`src/inc/min_fan_start_temp_interval_pkg.sv`:
```
package min_fan_start_temp_interval_pkg;
    // ==========================================
    // field layout of the shared cycle register and the dynamic control bit
    localparam int          LOCAL_CODE_LSB    = 3;
    localparam int          REMOTE2_LO_LSB    = 6;
    localparam int          REMOTE2_MSB_BIT   = 0;
    localparam int          CODE_W            = 3;
    localparam int          COUNT_W           = 12;
    localparam logic [7:0]  CYCLE_REG_RESET   = 8'h00;
    localparam logic [7:0]  DYN_CTRL_RESET    = 8'h00;
    // ==========================================
    // base intervals in monitoring cycles
    localparam logic [COUNT_W-1:0] DEC_BASE_CYCLES = 12'h008;
    localparam logic [COUNT_W-1:0] INC_BASE_CYCLES = 12'h010;

    typedef enum logic {
        DIR_DECREASE,
        DIR_INCREASE
    } adjust_dir_t;

    // one channel's adjustment request and direction
    typedef struct packed {
        logic        adjust_req;
        adjust_dir_t dir;
    } adjust_req_t;

    typedef struct packed {
        logic dec_ready;
        logic inc_ready;
    } adjust_ready_t;
endpackage : min_fan_start_temp_interval_pkg

```
`src/min_fan_start_temp_adjust_interval_timer.sv`:
```
`timescale 1ns/1ps
module min_fan_start_temp_adjust_interval_timer (
    input  wire logic                             clk_i,
    input  wire logic                             nrst_i,
    input  wire logic                             cycle_wr_i,
    input  wire logic [7:0]                       cycle_wdata_i,
    input  wire logic                             dyn_wr_i,
    input  wire logic                             dyn_wdata_i,
    input  wire logic                             monitor_done_i,
    input  wire min_fan_start_temp_interval_pkg::adjust_req_t   local_req_i,
    input  wire min_fan_start_temp_interval_pkg::adjust_req_t   remote2_req_i,
    output logic      [7:0]                       cycle_rdata_o,
    output logic                                  dyn_rdata_o,
    output min_fan_start_temp_interval_pkg::adjust_ready_t      local_ready_o,
    output min_fan_start_temp_interval_pkg::adjust_ready_t      remote2_ready_o,
    output logic                                  local_adjust_o,
    output logic                                  remote2_adjust_o
);
    import min_fan_start_temp_interval_pkg::*;

    // ==========================================
    // configuration registers
    logic [7:0]        cycle_reg;
    logic              dyn_msb_reg;
    logic [CODE_W-1:0] local_adjust_interval_code;
    logic [CODE_W-1:0] remote2_adjust_interval_code;

    assign local_adjust_interval_code   = cycle_reg[LOCAL_CODE_LSB +: CODE_W];
    assign remote2_adjust_interval_code = {dyn_msb_reg,
                                           cycle_reg[REMOTE2_LO_LSB +: 2]};

    always_ff @(posedge clk_i or negedge nrst_i) begin
        if (!nrst_i) begin
            cycle_reg   <= CYCLE_REG_RESET;
            dyn_msb_reg <= DYN_CTRL_RESET[REMOTE2_MSB_BIT];
        end else begin
            if (cycle_wr_i) begin
                cycle_reg <= cycle_wdata_i;
            end
            if (dyn_wr_i) begin
                dyn_msb_reg <= dyn_wdata_i;
            end
        end
    end

    // ==========================================
    // read back of the written codes
    logic [7:0] cycle_rdata_next;
    logic       dyn_rdata_next;

    assign cycle_rdata_next = cycle_wr_i ? cycle_wdata_i : cycle_reg;
    assign dyn_rdata_next   = dyn_wr_i ? dyn_wdata_i : dyn_msb_reg;

    always_ff @(posedge clk_i or negedge nrst_i) begin
        if (!nrst_i) begin
            cycle_rdata_o <= CYCLE_REG_RESET;
            dyn_rdata_o   <= DYN_CTRL_RESET[REMOTE2_MSB_BIT];
        end else begin
            cycle_rdata_o <= cycle_rdata_next;
            dyn_rdata_o   <= dyn_rdata_next;
        end
    end

    // ==========================================
    // per channel interval timers
    min_fan_start_temp_channel_timer u_local (
        .clk_i          (clk_i),
        .nrst_i         (nrst_i),
        .code_i         (local_adjust_interval_code),
        .monitor_done_i (monitor_done_i),
        .req_i          (local_req_i),
        .ready_o        (local_ready_o),
        .adjust_o       (local_adjust_o)
    );

    min_fan_start_temp_channel_timer u_remote2 (
        .clk_i          (clk_i),
        .nrst_i         (nrst_i),
        .code_i         (remote2_adjust_interval_code),
        .monitor_done_i (monitor_done_i),
        .req_i          (remote2_req_i),
        .ready_o        (remote2_ready_o),
        .adjust_o       (remote2_adjust_o)
    );
endmodule : min_fan_start_temp_adjust_interval_timer

// ==========================================
// one channel's interval counter
module min_fan_start_temp_channel_timer (
    input  wire logic                             clk_i,
    input  wire logic                             nrst_i,
    input  wire logic [2:0]                       code_i,
    input  wire logic                             monitor_done_i,
    input  wire min_fan_start_temp_interval_pkg::adjust_req_t   req_i,
    output min_fan_start_temp_interval_pkg::adjust_ready_t      ready_o,
    output logic                                  adjust_o
);
    import min_fan_start_temp_interval_pkg::*;

    logic [COUNT_W-1:0] elapsed_reg;
    logic [COUNT_W-1:0] elapsed_next;
    logic [COUNT_W-1:0] dec_limit;
    logic [COUNT_W-1:0] inc_limit;
    logic               dec_ok;
    logic               inc_ok;
    logic               grant;
    logic               dec_ready_next;
    logic               inc_ready_next;

    // ==========================================
    // interval limits and grant
    assign dec_limit = DEC_BASE_CYCLES << code_i;
    assign inc_limit = INC_BASE_CYCLES << code_i;
    assign dec_ok    = elapsed_reg >= dec_limit;
    assign inc_ok    = elapsed_reg >= inc_limit;
    assign grant     = req_i.adjust_req &&
                       ((req_i.dir == DIR_DECREASE) ? dec_ok : inc_ok);

    // saturate at the all-ones top of the count so readiness never wraps away
    assign elapsed_next = grant ? '0 :
                          (monitor_done_i && elapsed_reg != '1) ?
                          elapsed_reg + 12'h001 : elapsed_reg;

    assign dec_ready_next = elapsed_next >= dec_limit;
    assign inc_ready_next = elapsed_next >= inc_limit;

    always_ff @(posedge clk_i or negedge nrst_i) begin
        if (!nrst_i) begin
            elapsed_reg <= '0;
            ready_o     <= '0;
            adjust_o    <= 1'b0;
        end else begin
            elapsed_reg       <= elapsed_next;
            ready_o.dec_ready <= dec_ready_next;
            ready_o.inc_ready <= inc_ready_next;
            adjust_o          <= grant;
        end
    end
endmodule : min_fan_start_temp_channel_timer
```
`config.mk`:
```
export PLATFORM = sky130hd
export DESIGN_NAME = min_fan_start_temp_adjust_interval_timer
export DESIGN_NICKNAME = d
export VERILOG_FILES = /design/src/inc/min_fan_start_temp_interval_pkg.sv /design/src/min_fan_start_temp_adjust_interval_timer.sv
export SDC_FILE = /design/constraint.sdc
export NUM_CORES = 1
export LEC_CHECK = 0
export BUFFER_PORTS_ARGS = -buffer_cell sky130_fd_sc_hd__buf_2
export CAP_MARGIN = 20
export CORE_UTILIZATION = 60
export CTS_CLUSTER_SIZE = 12
export DETAILED_ROUTE_END_ITERATION = 10
export PLACE_DENSITY_LB_ADDON = 0.05
export SETUP_SLACK_MARGIN = 0.1
export SLEW_MARGIN = 20
export SYNTH_ARGS = -nofsm -noshare
export SYNTH_HDL_FRONTEND = slang
export SYNTH_SLANG_ARGS = --single-unit
```
`constraint.sdc`:
```
create_clock -name clk_i -period 9.8 [get_ports clk_i]
set_input_delay 0.49 -clock clk_i [delete_from_list [all_inputs] [get_ports clk_i]]
set_output_delay 0.49 -clock clk_i [all_outputs]
set_load 0.05 [all_outputs]
```
* Word level (Yosys, flattened, before mapping)
Cells that the tools add are included.
** Word-level totals
- Register bits after elaboration :: 39
- Input bits :: 18
- Output and inout bits :: 15
- Word-level logic and storage cells :: 36
** Cells by class
- Add/subtract/negate cells :: 2
- Magnitude comparators :: 8
- Equal/unequal tests :: 2
- Shift-type cells :: 4
- Mux-type cells :: 6
- Reductions and logical operators :: 4
** Operator list (count)
- $ge A12 B12 Y1 :: 8
- $mux W12 :: 4
- $add A12 B1 Y12 const B :: 2
- $ne A12 B12 Y1 const B :: 2
- $shl A4 B3 Y12 const A :: 2
- $shl A5 B3 Y12 const A :: 2
- $logic_and A1 B1 Y1 :: 4
- $mux W1 :: 2

* Longest topological paths before layout
Gate-level depths: netlist of run 1.
- Depth in word-level cells :: 6
- Mapped depth :: 17
- Depth with buffers taken out :: 15

* Hierarchy
From an unflattened synthesis of run 1, not the netlist that was laid out.
** Unflattened totals
- Cell total of the unflattened synthesis :: 342
- Area, all modules :: 3353.2 um^2
** Modules (own cells, without submodules)
- min_fan_start_temp_channel_timer (u_remote2) :: instances 1, cells each 159, area an instance 1495.2 um^2, sequential area each 375.4 um^2
- min_fan_start_temp_channel_timer (u_local) :: instances 1, cells each 164, area an instance 1490.2 um^2, sequential area each 375.4 um^2
- min_fan_start_temp_adjust_interval_timer :: instances 1, cells each 19, area an instance 367.9 um^2, sequential area each 225.2 um^2

* Least setup slack after synthesis of run 1
No wires, ideal clock.
- Kind :: reg2reg
- From :: register cycle_rdata_o[6] (netlist name)
- To :: register u_remote2.ready_o[1] in the netlist's numbering
- Setup time :: 126 ps
- Data arrival time :: 3703 ps
- Data required time :: 9674 ps
- Slack :: 5970 ps
- Stages on the path, launching flop included :: 17
- Buffers on the path :: 2
- Cell sequence :: dfrtp_1 clkbuf_1 or3b_2 ha_1 o21ai_0 a21oi_1 o21ai_0 a32oi_1 buf_2 nor2_1 ha_1 o21ai_0 nand2b_1 a21oi_1 o21ai_0 a21o_1 a311o_1
** RTL lines
- to (decl) :: RTL line min_fan_start_temp_adjust_interval_timer.sv:95 : output min_fan_start_temp_interval_pkg::adjust_ready_t ready_o,

==> results of run 1 <==
-- layer usage --
layer	routed length [um]	vias up	global-route usage
met5	0	-	0
met3	295	2	0.05221
met4	20	0	0.05870
li1	-	1298	-
met2	2995	53	0.4144
met1	3436	1218	0.3838
-- cells in the mapped netlist, types with 2 or more instances --
master / count
nand2b_1: 3
nor3_1: 11
o21a_1: 6
a21oi_1: 12
clkbuf_1: 7
o21ai_0: 15
nand3_1: 14
buf_2: 2
or3b_2: 2
or3_1: 3
mux2_2: 9
nor2_1: 40
a21boi_0: 2
xor2_1: 15
a21o_1: 4
inv_1: 9
a211oi_1: 2
nor4_1: 3
dfrtp_1: 39
nand3b_1: 6
xnor2_1: 5
ha_1: 68
mux2i_1: 2
nand4b_1: 2
nand2_1: 16
a32oi_1: 2
and3_1: 2
and4_1: 4
nand4_1: 10
-- worst max-delay path: stages, from the launching register on --
cell	delay, ps
dfrtp_1	470
or3b_2	560
ha_1	320
o211ai_1	90
a21boi_0	150
o21ai_0	110
a32oi_1	430
clkbuf_4	320
nor2_1	100
ha_1	300
o21a_1	170
o21a_1	170
o21ai_0	220
a21oi_1	110
nor4_1	200
nor3_1	90
-- area by class of cell --
type	count	share of cell area
Multi-Input combinational cell	274	0.6063
Sequential cell	39	0.2764
Timing Repair Buffer	34	0.04961
Tap cell	70	0.02481
Clock buffer	6	0.02339
Clock inverter	2	0.009922
Inverter	9	0.009568
-- final timing paths --
path	start	end	slack (ps)	depth (start not counted)
worst max register to register	cycle_rdata_o[3]$_DFFE_PN0P_	u_local.ready_o[0]$_DFF_PN0_	5880	15
max in group asynchronous	nrst_i	u_local.elapsed_reg[4]$_DFF_PN0_	8940	1
worst max-delay path	cycle_rdata_o[3]$_DFFE_PN0P_	u_local.ready_o[0]$_DFF_PN0_	5880	15
worst min-delay path	nrst_i	u_local.elapsed_reg[9]$_DFF_PN0_	300	1
worst min register to register	cycle_rdata_o[2]$_DFFE_PN0P_	cycle_rdata_o[2]$_DFFE_PN0P_	510	1
min in group clk_i	dyn_wdata_i	dyn_rdata_o$_DFFE_PN0P_	430	2
-- logic make-up (layout without fill, tap and decap cells) --
kind of cell               Yosys count  in the layout  synth area share
and+or+nand+nor                    120            120            0.1928
adders and majority gates           68             68            0.2670
AOI/OAI and AO/OA                   55             55            0.1190
DFF                                 39             39            0.3062
xor gates and xnor gates            20             20           0.05497
buffers and inverters               18             51           0.02199
muxes                               11             11           0.03809
-- where the power goes --
group / internal (mW) / leakage (nW) / total, mW / switching, mW
Clock: 0.0824 / 0.0612 / 0.141 / 0.0583
Combinational: 0.0589 / 1.12 / 0.160 / 0.101
Sequential: 0.183 / 0.509 / 0.209 / 0.0259
Total: 0.324 / 1.69 / 0.509 / 0.185
-- metrics by stage --
| step | instance area (sq um) | total power [mW] |
|---|---|---|
| after floorplan | 3187 | 0.3283 |
| after global placement | 3398 | 0.3646 |
| after detailed placement | 3398 | 0.3691 |
| after CTS | 3516 | 0.5124 |
| after global routing | 3531 | 0.5427 |
| final | 3531 | 0.5090 |
==> impl_metrics.ini, run 1 <==
[run_status]
run_status = completed

[logic_synthesis]
syn_inst = 331
postSynth.asyncResetShare = 1.000
synth_top_area_share = 0.3062
synth_area_leaders = dfrtp_1 31%, ha_1 27%, nor2_1 4.7%, xor2_1 4.1%, mux2_2 3.2%
ys_types = 45
synth.cell_area_sq_um = 3187
synth_flop_cell = dfrtp_1
synth_fp_nets = 417
yosys.area.top_type = dfrtp_1
ys_seq_area_frac = 0.3062
synth_edf_count = 0
yosysWarnings = 0
ys_seq_elements = 39
syn-mean-instance-area_sq_um = 9.628

[die]
start_util = 0.6240
floorplan.die.height_um = 74.88
dieArea_sq_um = 5607
io_pins = 33
core_sq_um = 5107
die_w_um = 74.88
fp-row-count = 26

[sta]
relSlewSlack = 0.4171
finalSetupTns_ps = 0
final_max_slew_viol_count = 0
tightest_slew_ps = 874.3
rsz0062_at_grt = false
setup_viol = 0
finClkSkew_ps = 5.724
clock.fmax_mhz = 255.3
finalWorstSetupSlack_ps = 5883
fin_crit_sh = 0.3997
period_needed_ps = 3917
holdWs_ps = 299.4
hold_viol = 0

[global_route]
grt_max_degree = 40
grt_first_pass_wirelength_mm = 11.18
grt_antenna_before_repair = 0
grtUsageTotal = 0.2663
grt_pass1_vias = 2390
grt-ovfl-total = 0

[layout]
area.growth.synth_to_final_pct = 10.80
antennaDiodeCount = 0
ff_latch_area_sq_um = 975.9
final_cells = 434
drive_above_1_share = 0.1566
final_common_cell = ha_1
post-route-util = 0.6913
fill_cells = 434
nets = 449
multiInputGateArea_sq_um = 2141
final_cell_mix = 68 x ha_1, 40 x nor2_1, 39 x dfrtp_1

[placed_design]
routabilityCongestion = 0.8703
port_buffers = 32
dp_hpwl_mm = 5.257
dpl.cell_count = 424
pre_cts_slack_ps = 5565

[clocking]
cts_tree = done
cts_resized = 0
clock_latency_ps = 290
clockRootBuffer = clkbuf_8
postCtsSetupRepairBufs = 0
numCtsBuffers = 5
hold_buffers = 0
clock_tree.buffer_depth = 2
cts.clk_slew.worst_paths_ps = 80
clock-sinks = 39
htree_levels = 2

[worst_hold_path]
worstHoldPathType = input port to asynchronous set/reset pin

[worst_setup_path]
cp_max_fo = 10
startpoint_type = register
required_ps = 9980
cp.arrival_ps = 4090
worstSetupEndpointType = register
path_class = register to register

[power_and_ir_drop]
vdd_ir_drop_max_mv = 0.1044
power.leakage_nw = 1.691
power_density_nw_per_um2 = 144.2

[detailed_routing]
ant_nets = 0
drc = 0
wl_per_cell_um = 15.55
via_count = 2571
drt_iter0_markers = 151
vias_per_cell = 5.924
firstDrtPassIters = 4
wirelength_mm = 6.747

[run]
drv_cap = 0
No activity file was read; power rests on OpenSTA's default activity.
==> inputs of run 2 (changes only) <==
==> constraint.sdc (replaced) <==
create_clock -name clk_i -period 4 [get_ports clk_i]
set_input_delay 0.2 -clock clk_i [delete_from_list [all_inputs] [get_ports clk_i]]
set_output_delay 0.2 -clock clk_i [all_outputs]
set_load 0.05 [all_outputs]
==> run 2 against run 1 <==
Effect of this change: final cell count stayed put; sequential power is 140% higher; clock power is 130% higher; sequential share of layout area is 0.26 points lower; power is 140% higher; clock skew is 1.8 ps higher; register-to-register slack worse by 5500 ps; via count is 0.78% higher; sequential cell count stayed put; worst hold slack worse by 290 ps; setup slack worse by 5500 ps; non-clock buffer count stayed put.
==> impl_metrics.ini, run 2 (same netlist as run 1, synthesis figures left out) <==
[worst_setup_path]
r2r_slack_ps = 410
r2r_start = cycle_rdata_o[6]$_DFFE_PN0P_
startpoint_type = register
cp_max_fo = 10
worstSetupEndpointType = register
reg2reg_to = u_remote2.ready_o[1]$_DFF_PN0_
cp.arrival_ps = 3770
ff2ff_path_depth = 14
required_ps = 4180
path_class = register to register

[global_route]
grt_max_degree = 40
grt_antenna_before_repair = 0
grt_pass1_vias = 2464
grtUsageTotal = 0.2681
grt_first_pass_wirelength_mm = 11.50
grt-ovfl-total = 0

[sta]
holdWs_ps = 7.125
rsz0062_at_grt = false
clock.fmax_mhz = 278.7
finClkSkew_ps = 7.507
finalWorstSetupSlack_ps = 412.3
fin_crit_sh = 0.8969
tightest_slew_ps = 863.2
hold_viol = 0
relSlewSlack = 0.4246
period_needed_ps = 3588
finalSetupTns_ps = 0
final_max_slew_viol_count = 0
setup_viol = 0

[run_status]
run_status = completed

[layout]
nets = 449
final_common_cell = ha_1
fill_cells = 407
antennaDiodeCount = 0
final_cell_mix = 68 x ha_1, 39 x dfrtp_1, 37 x nor2_1
drive_above_1_share = 0.1731
fin_area_sq_um = 3565
post-route-util = 0.6979
area.growth.synth_to_final_pct = 11.86
final_cells = 434

[detailed_routing]
firstDrtPassIters = 4
vias_per_cell = 5.970
ant_nets = 0
wl_per_cell_um = 15.55
drt_iter0_markers = 118
via_count = 2591
wirelength_mm = 6.750
drc = 0

[power_and_ir_drop]
p_clk_frac = 0.266
switchingPower_mw = 0.4601
netSwitchingFraction = 0.3707
power_density_nw_per_um2 = 348.2
vdd_ir_drop_max_mv = 0.3094
total_power_mw = 1.241
seq_power_share = 0.412
p_int_mw = 0.7812
comb_power_share = 0.322
power.leakage_nw = 1.689

[placed_design]
routabilityCongestion = 0.8151
port_buffers = 32
dp_hpwl_mm = 5.215
dpl.cell_count = 425
pre_cts_slack_ps = -75.52
post_dp_cell_area_sq_um = 3406

[die]
core_sq_um = 5107
start_util = 0.6240
floorplan.die.height_um = 74.88
die_w_um = 74.88
dieArea_sq_um = 5607
fp-row-count = 26
io_pins = 33

[clocking]
clock_tree.buffer_depth = 2
clockRootBuffer = clkbuf_8
htree_levels = 2
clock-sinks = 39
cts_tree = done
cts.clk_slew.worst_paths_ps = 80
numCtsBuffers = 5
clock_latency_ps = 290

[run]
drv_cap = 0

[worst_hold_path]
worstHoldPathType = input port to asynchronous set/reset pin
## run 2: cell count changes in the layout (fill, tap and decap cells not counted)
cell      delta
clkbuf_8     -1
a32oi_4      +1
o31ai_2      +1
nor2_1       -3
clkinv_4     +1
a32oi_2      +1
o21ai_0      -1
clkbuf_4     -2
o21ai_1      +1
a32oi_1      -2
o31ai_1      -1
buf_4        +2
nor2_2       +3
## run 2: worst max path at each step
stage / start / endpoint / slack [ps]
2_1_floorplan: cycle_rdata_o[6]$_DFFE_PN0P_ / u_remote2.ready_o[1]$_DFF_PN0_ / 170
3_3_place_gp: cycle_rdata_o[7]$_DFFE_PN0P_ / u_remote2.ready_o[1]$_DFF_PN0_ / 30
3_5_place_dp: cycle_rdata_o[6]$_DFFE_PN0P_ / u_remote2.ready_o[1]$_DFF_PN0_ / -80
4_1_cts: cycle_rdata_o[7]$_DFFE_PN0P_ / u_remote2.ready_o[1]$_DFF_PN0_ / 180
5_1_grt: cycle_rdata_o[7]$_DFFE_PN0P_ / u_remote2.ready_o[1]$_DFF_PN0_ / 90
6_report: cycle_rdata_o[6]$_DFFE_PN0P_ / u_remote2.ready_o[1]$_DFF_PN0_ / 410
## run 2: power by group through the flow
stage	logic (mW)	clock network, mW	registers (mW)
after CTS	0.392	0.338	0.511
after detailed placement	0.391	0	0.517
after floorplan	0.220	0	0.584
final	0.399	0.330	0.512
after global placement	0.379	0	0.515
after global routing	0.453	0.350	0.521
## run 2: cell type report
class	instances	area [sq um]	share of cell area
multi-input combinational	274	2180	0.6114
inverter	9	33.78	0.009477
sequential	39	975.9	0.2738
clock buffer	5	68.82	0.01931
tap	70	87.58	0.02457
clock inverter	3	43.79	0.01229
timing repair buffer	34	175.2	0.04914
## run 2: worst max-delay path, stage by stage, from the launching register on
cell      delay, ps
dfrtp_1         490
or3b_2          530
ha_1            290
o21ai_0          70
a21oi_1         150
o21ai_0         140
a32oi_4         380
nor2_1          130
ha_1            300
o21ai_0         140
nand2b_1         70
a21oi_1         140
o21ai_0         120
a21o_1          190
a311o_1         330
## run 2: layer usage
| metal | global-route usage | routed length (um) | vias up |
|---|---|---|---|
| li1 | - | - | 1293 |
| met2 | 0.4164 | 2995 | 48 |
| met5 | 0 | 0 | - |
| met1 | 0.3975 | 3529 | 1246 |
| met4 | 0.05870 | 42 | 0 |
| met3 | 0.03614 | 182 | 4 |
## run 2: what timing repair did
action,CTS,global route
setup buffers,0,1
hold buffers,0,0
pin swaps,0,1
resized for setup,1,7
setup endpoints to repair,2,3
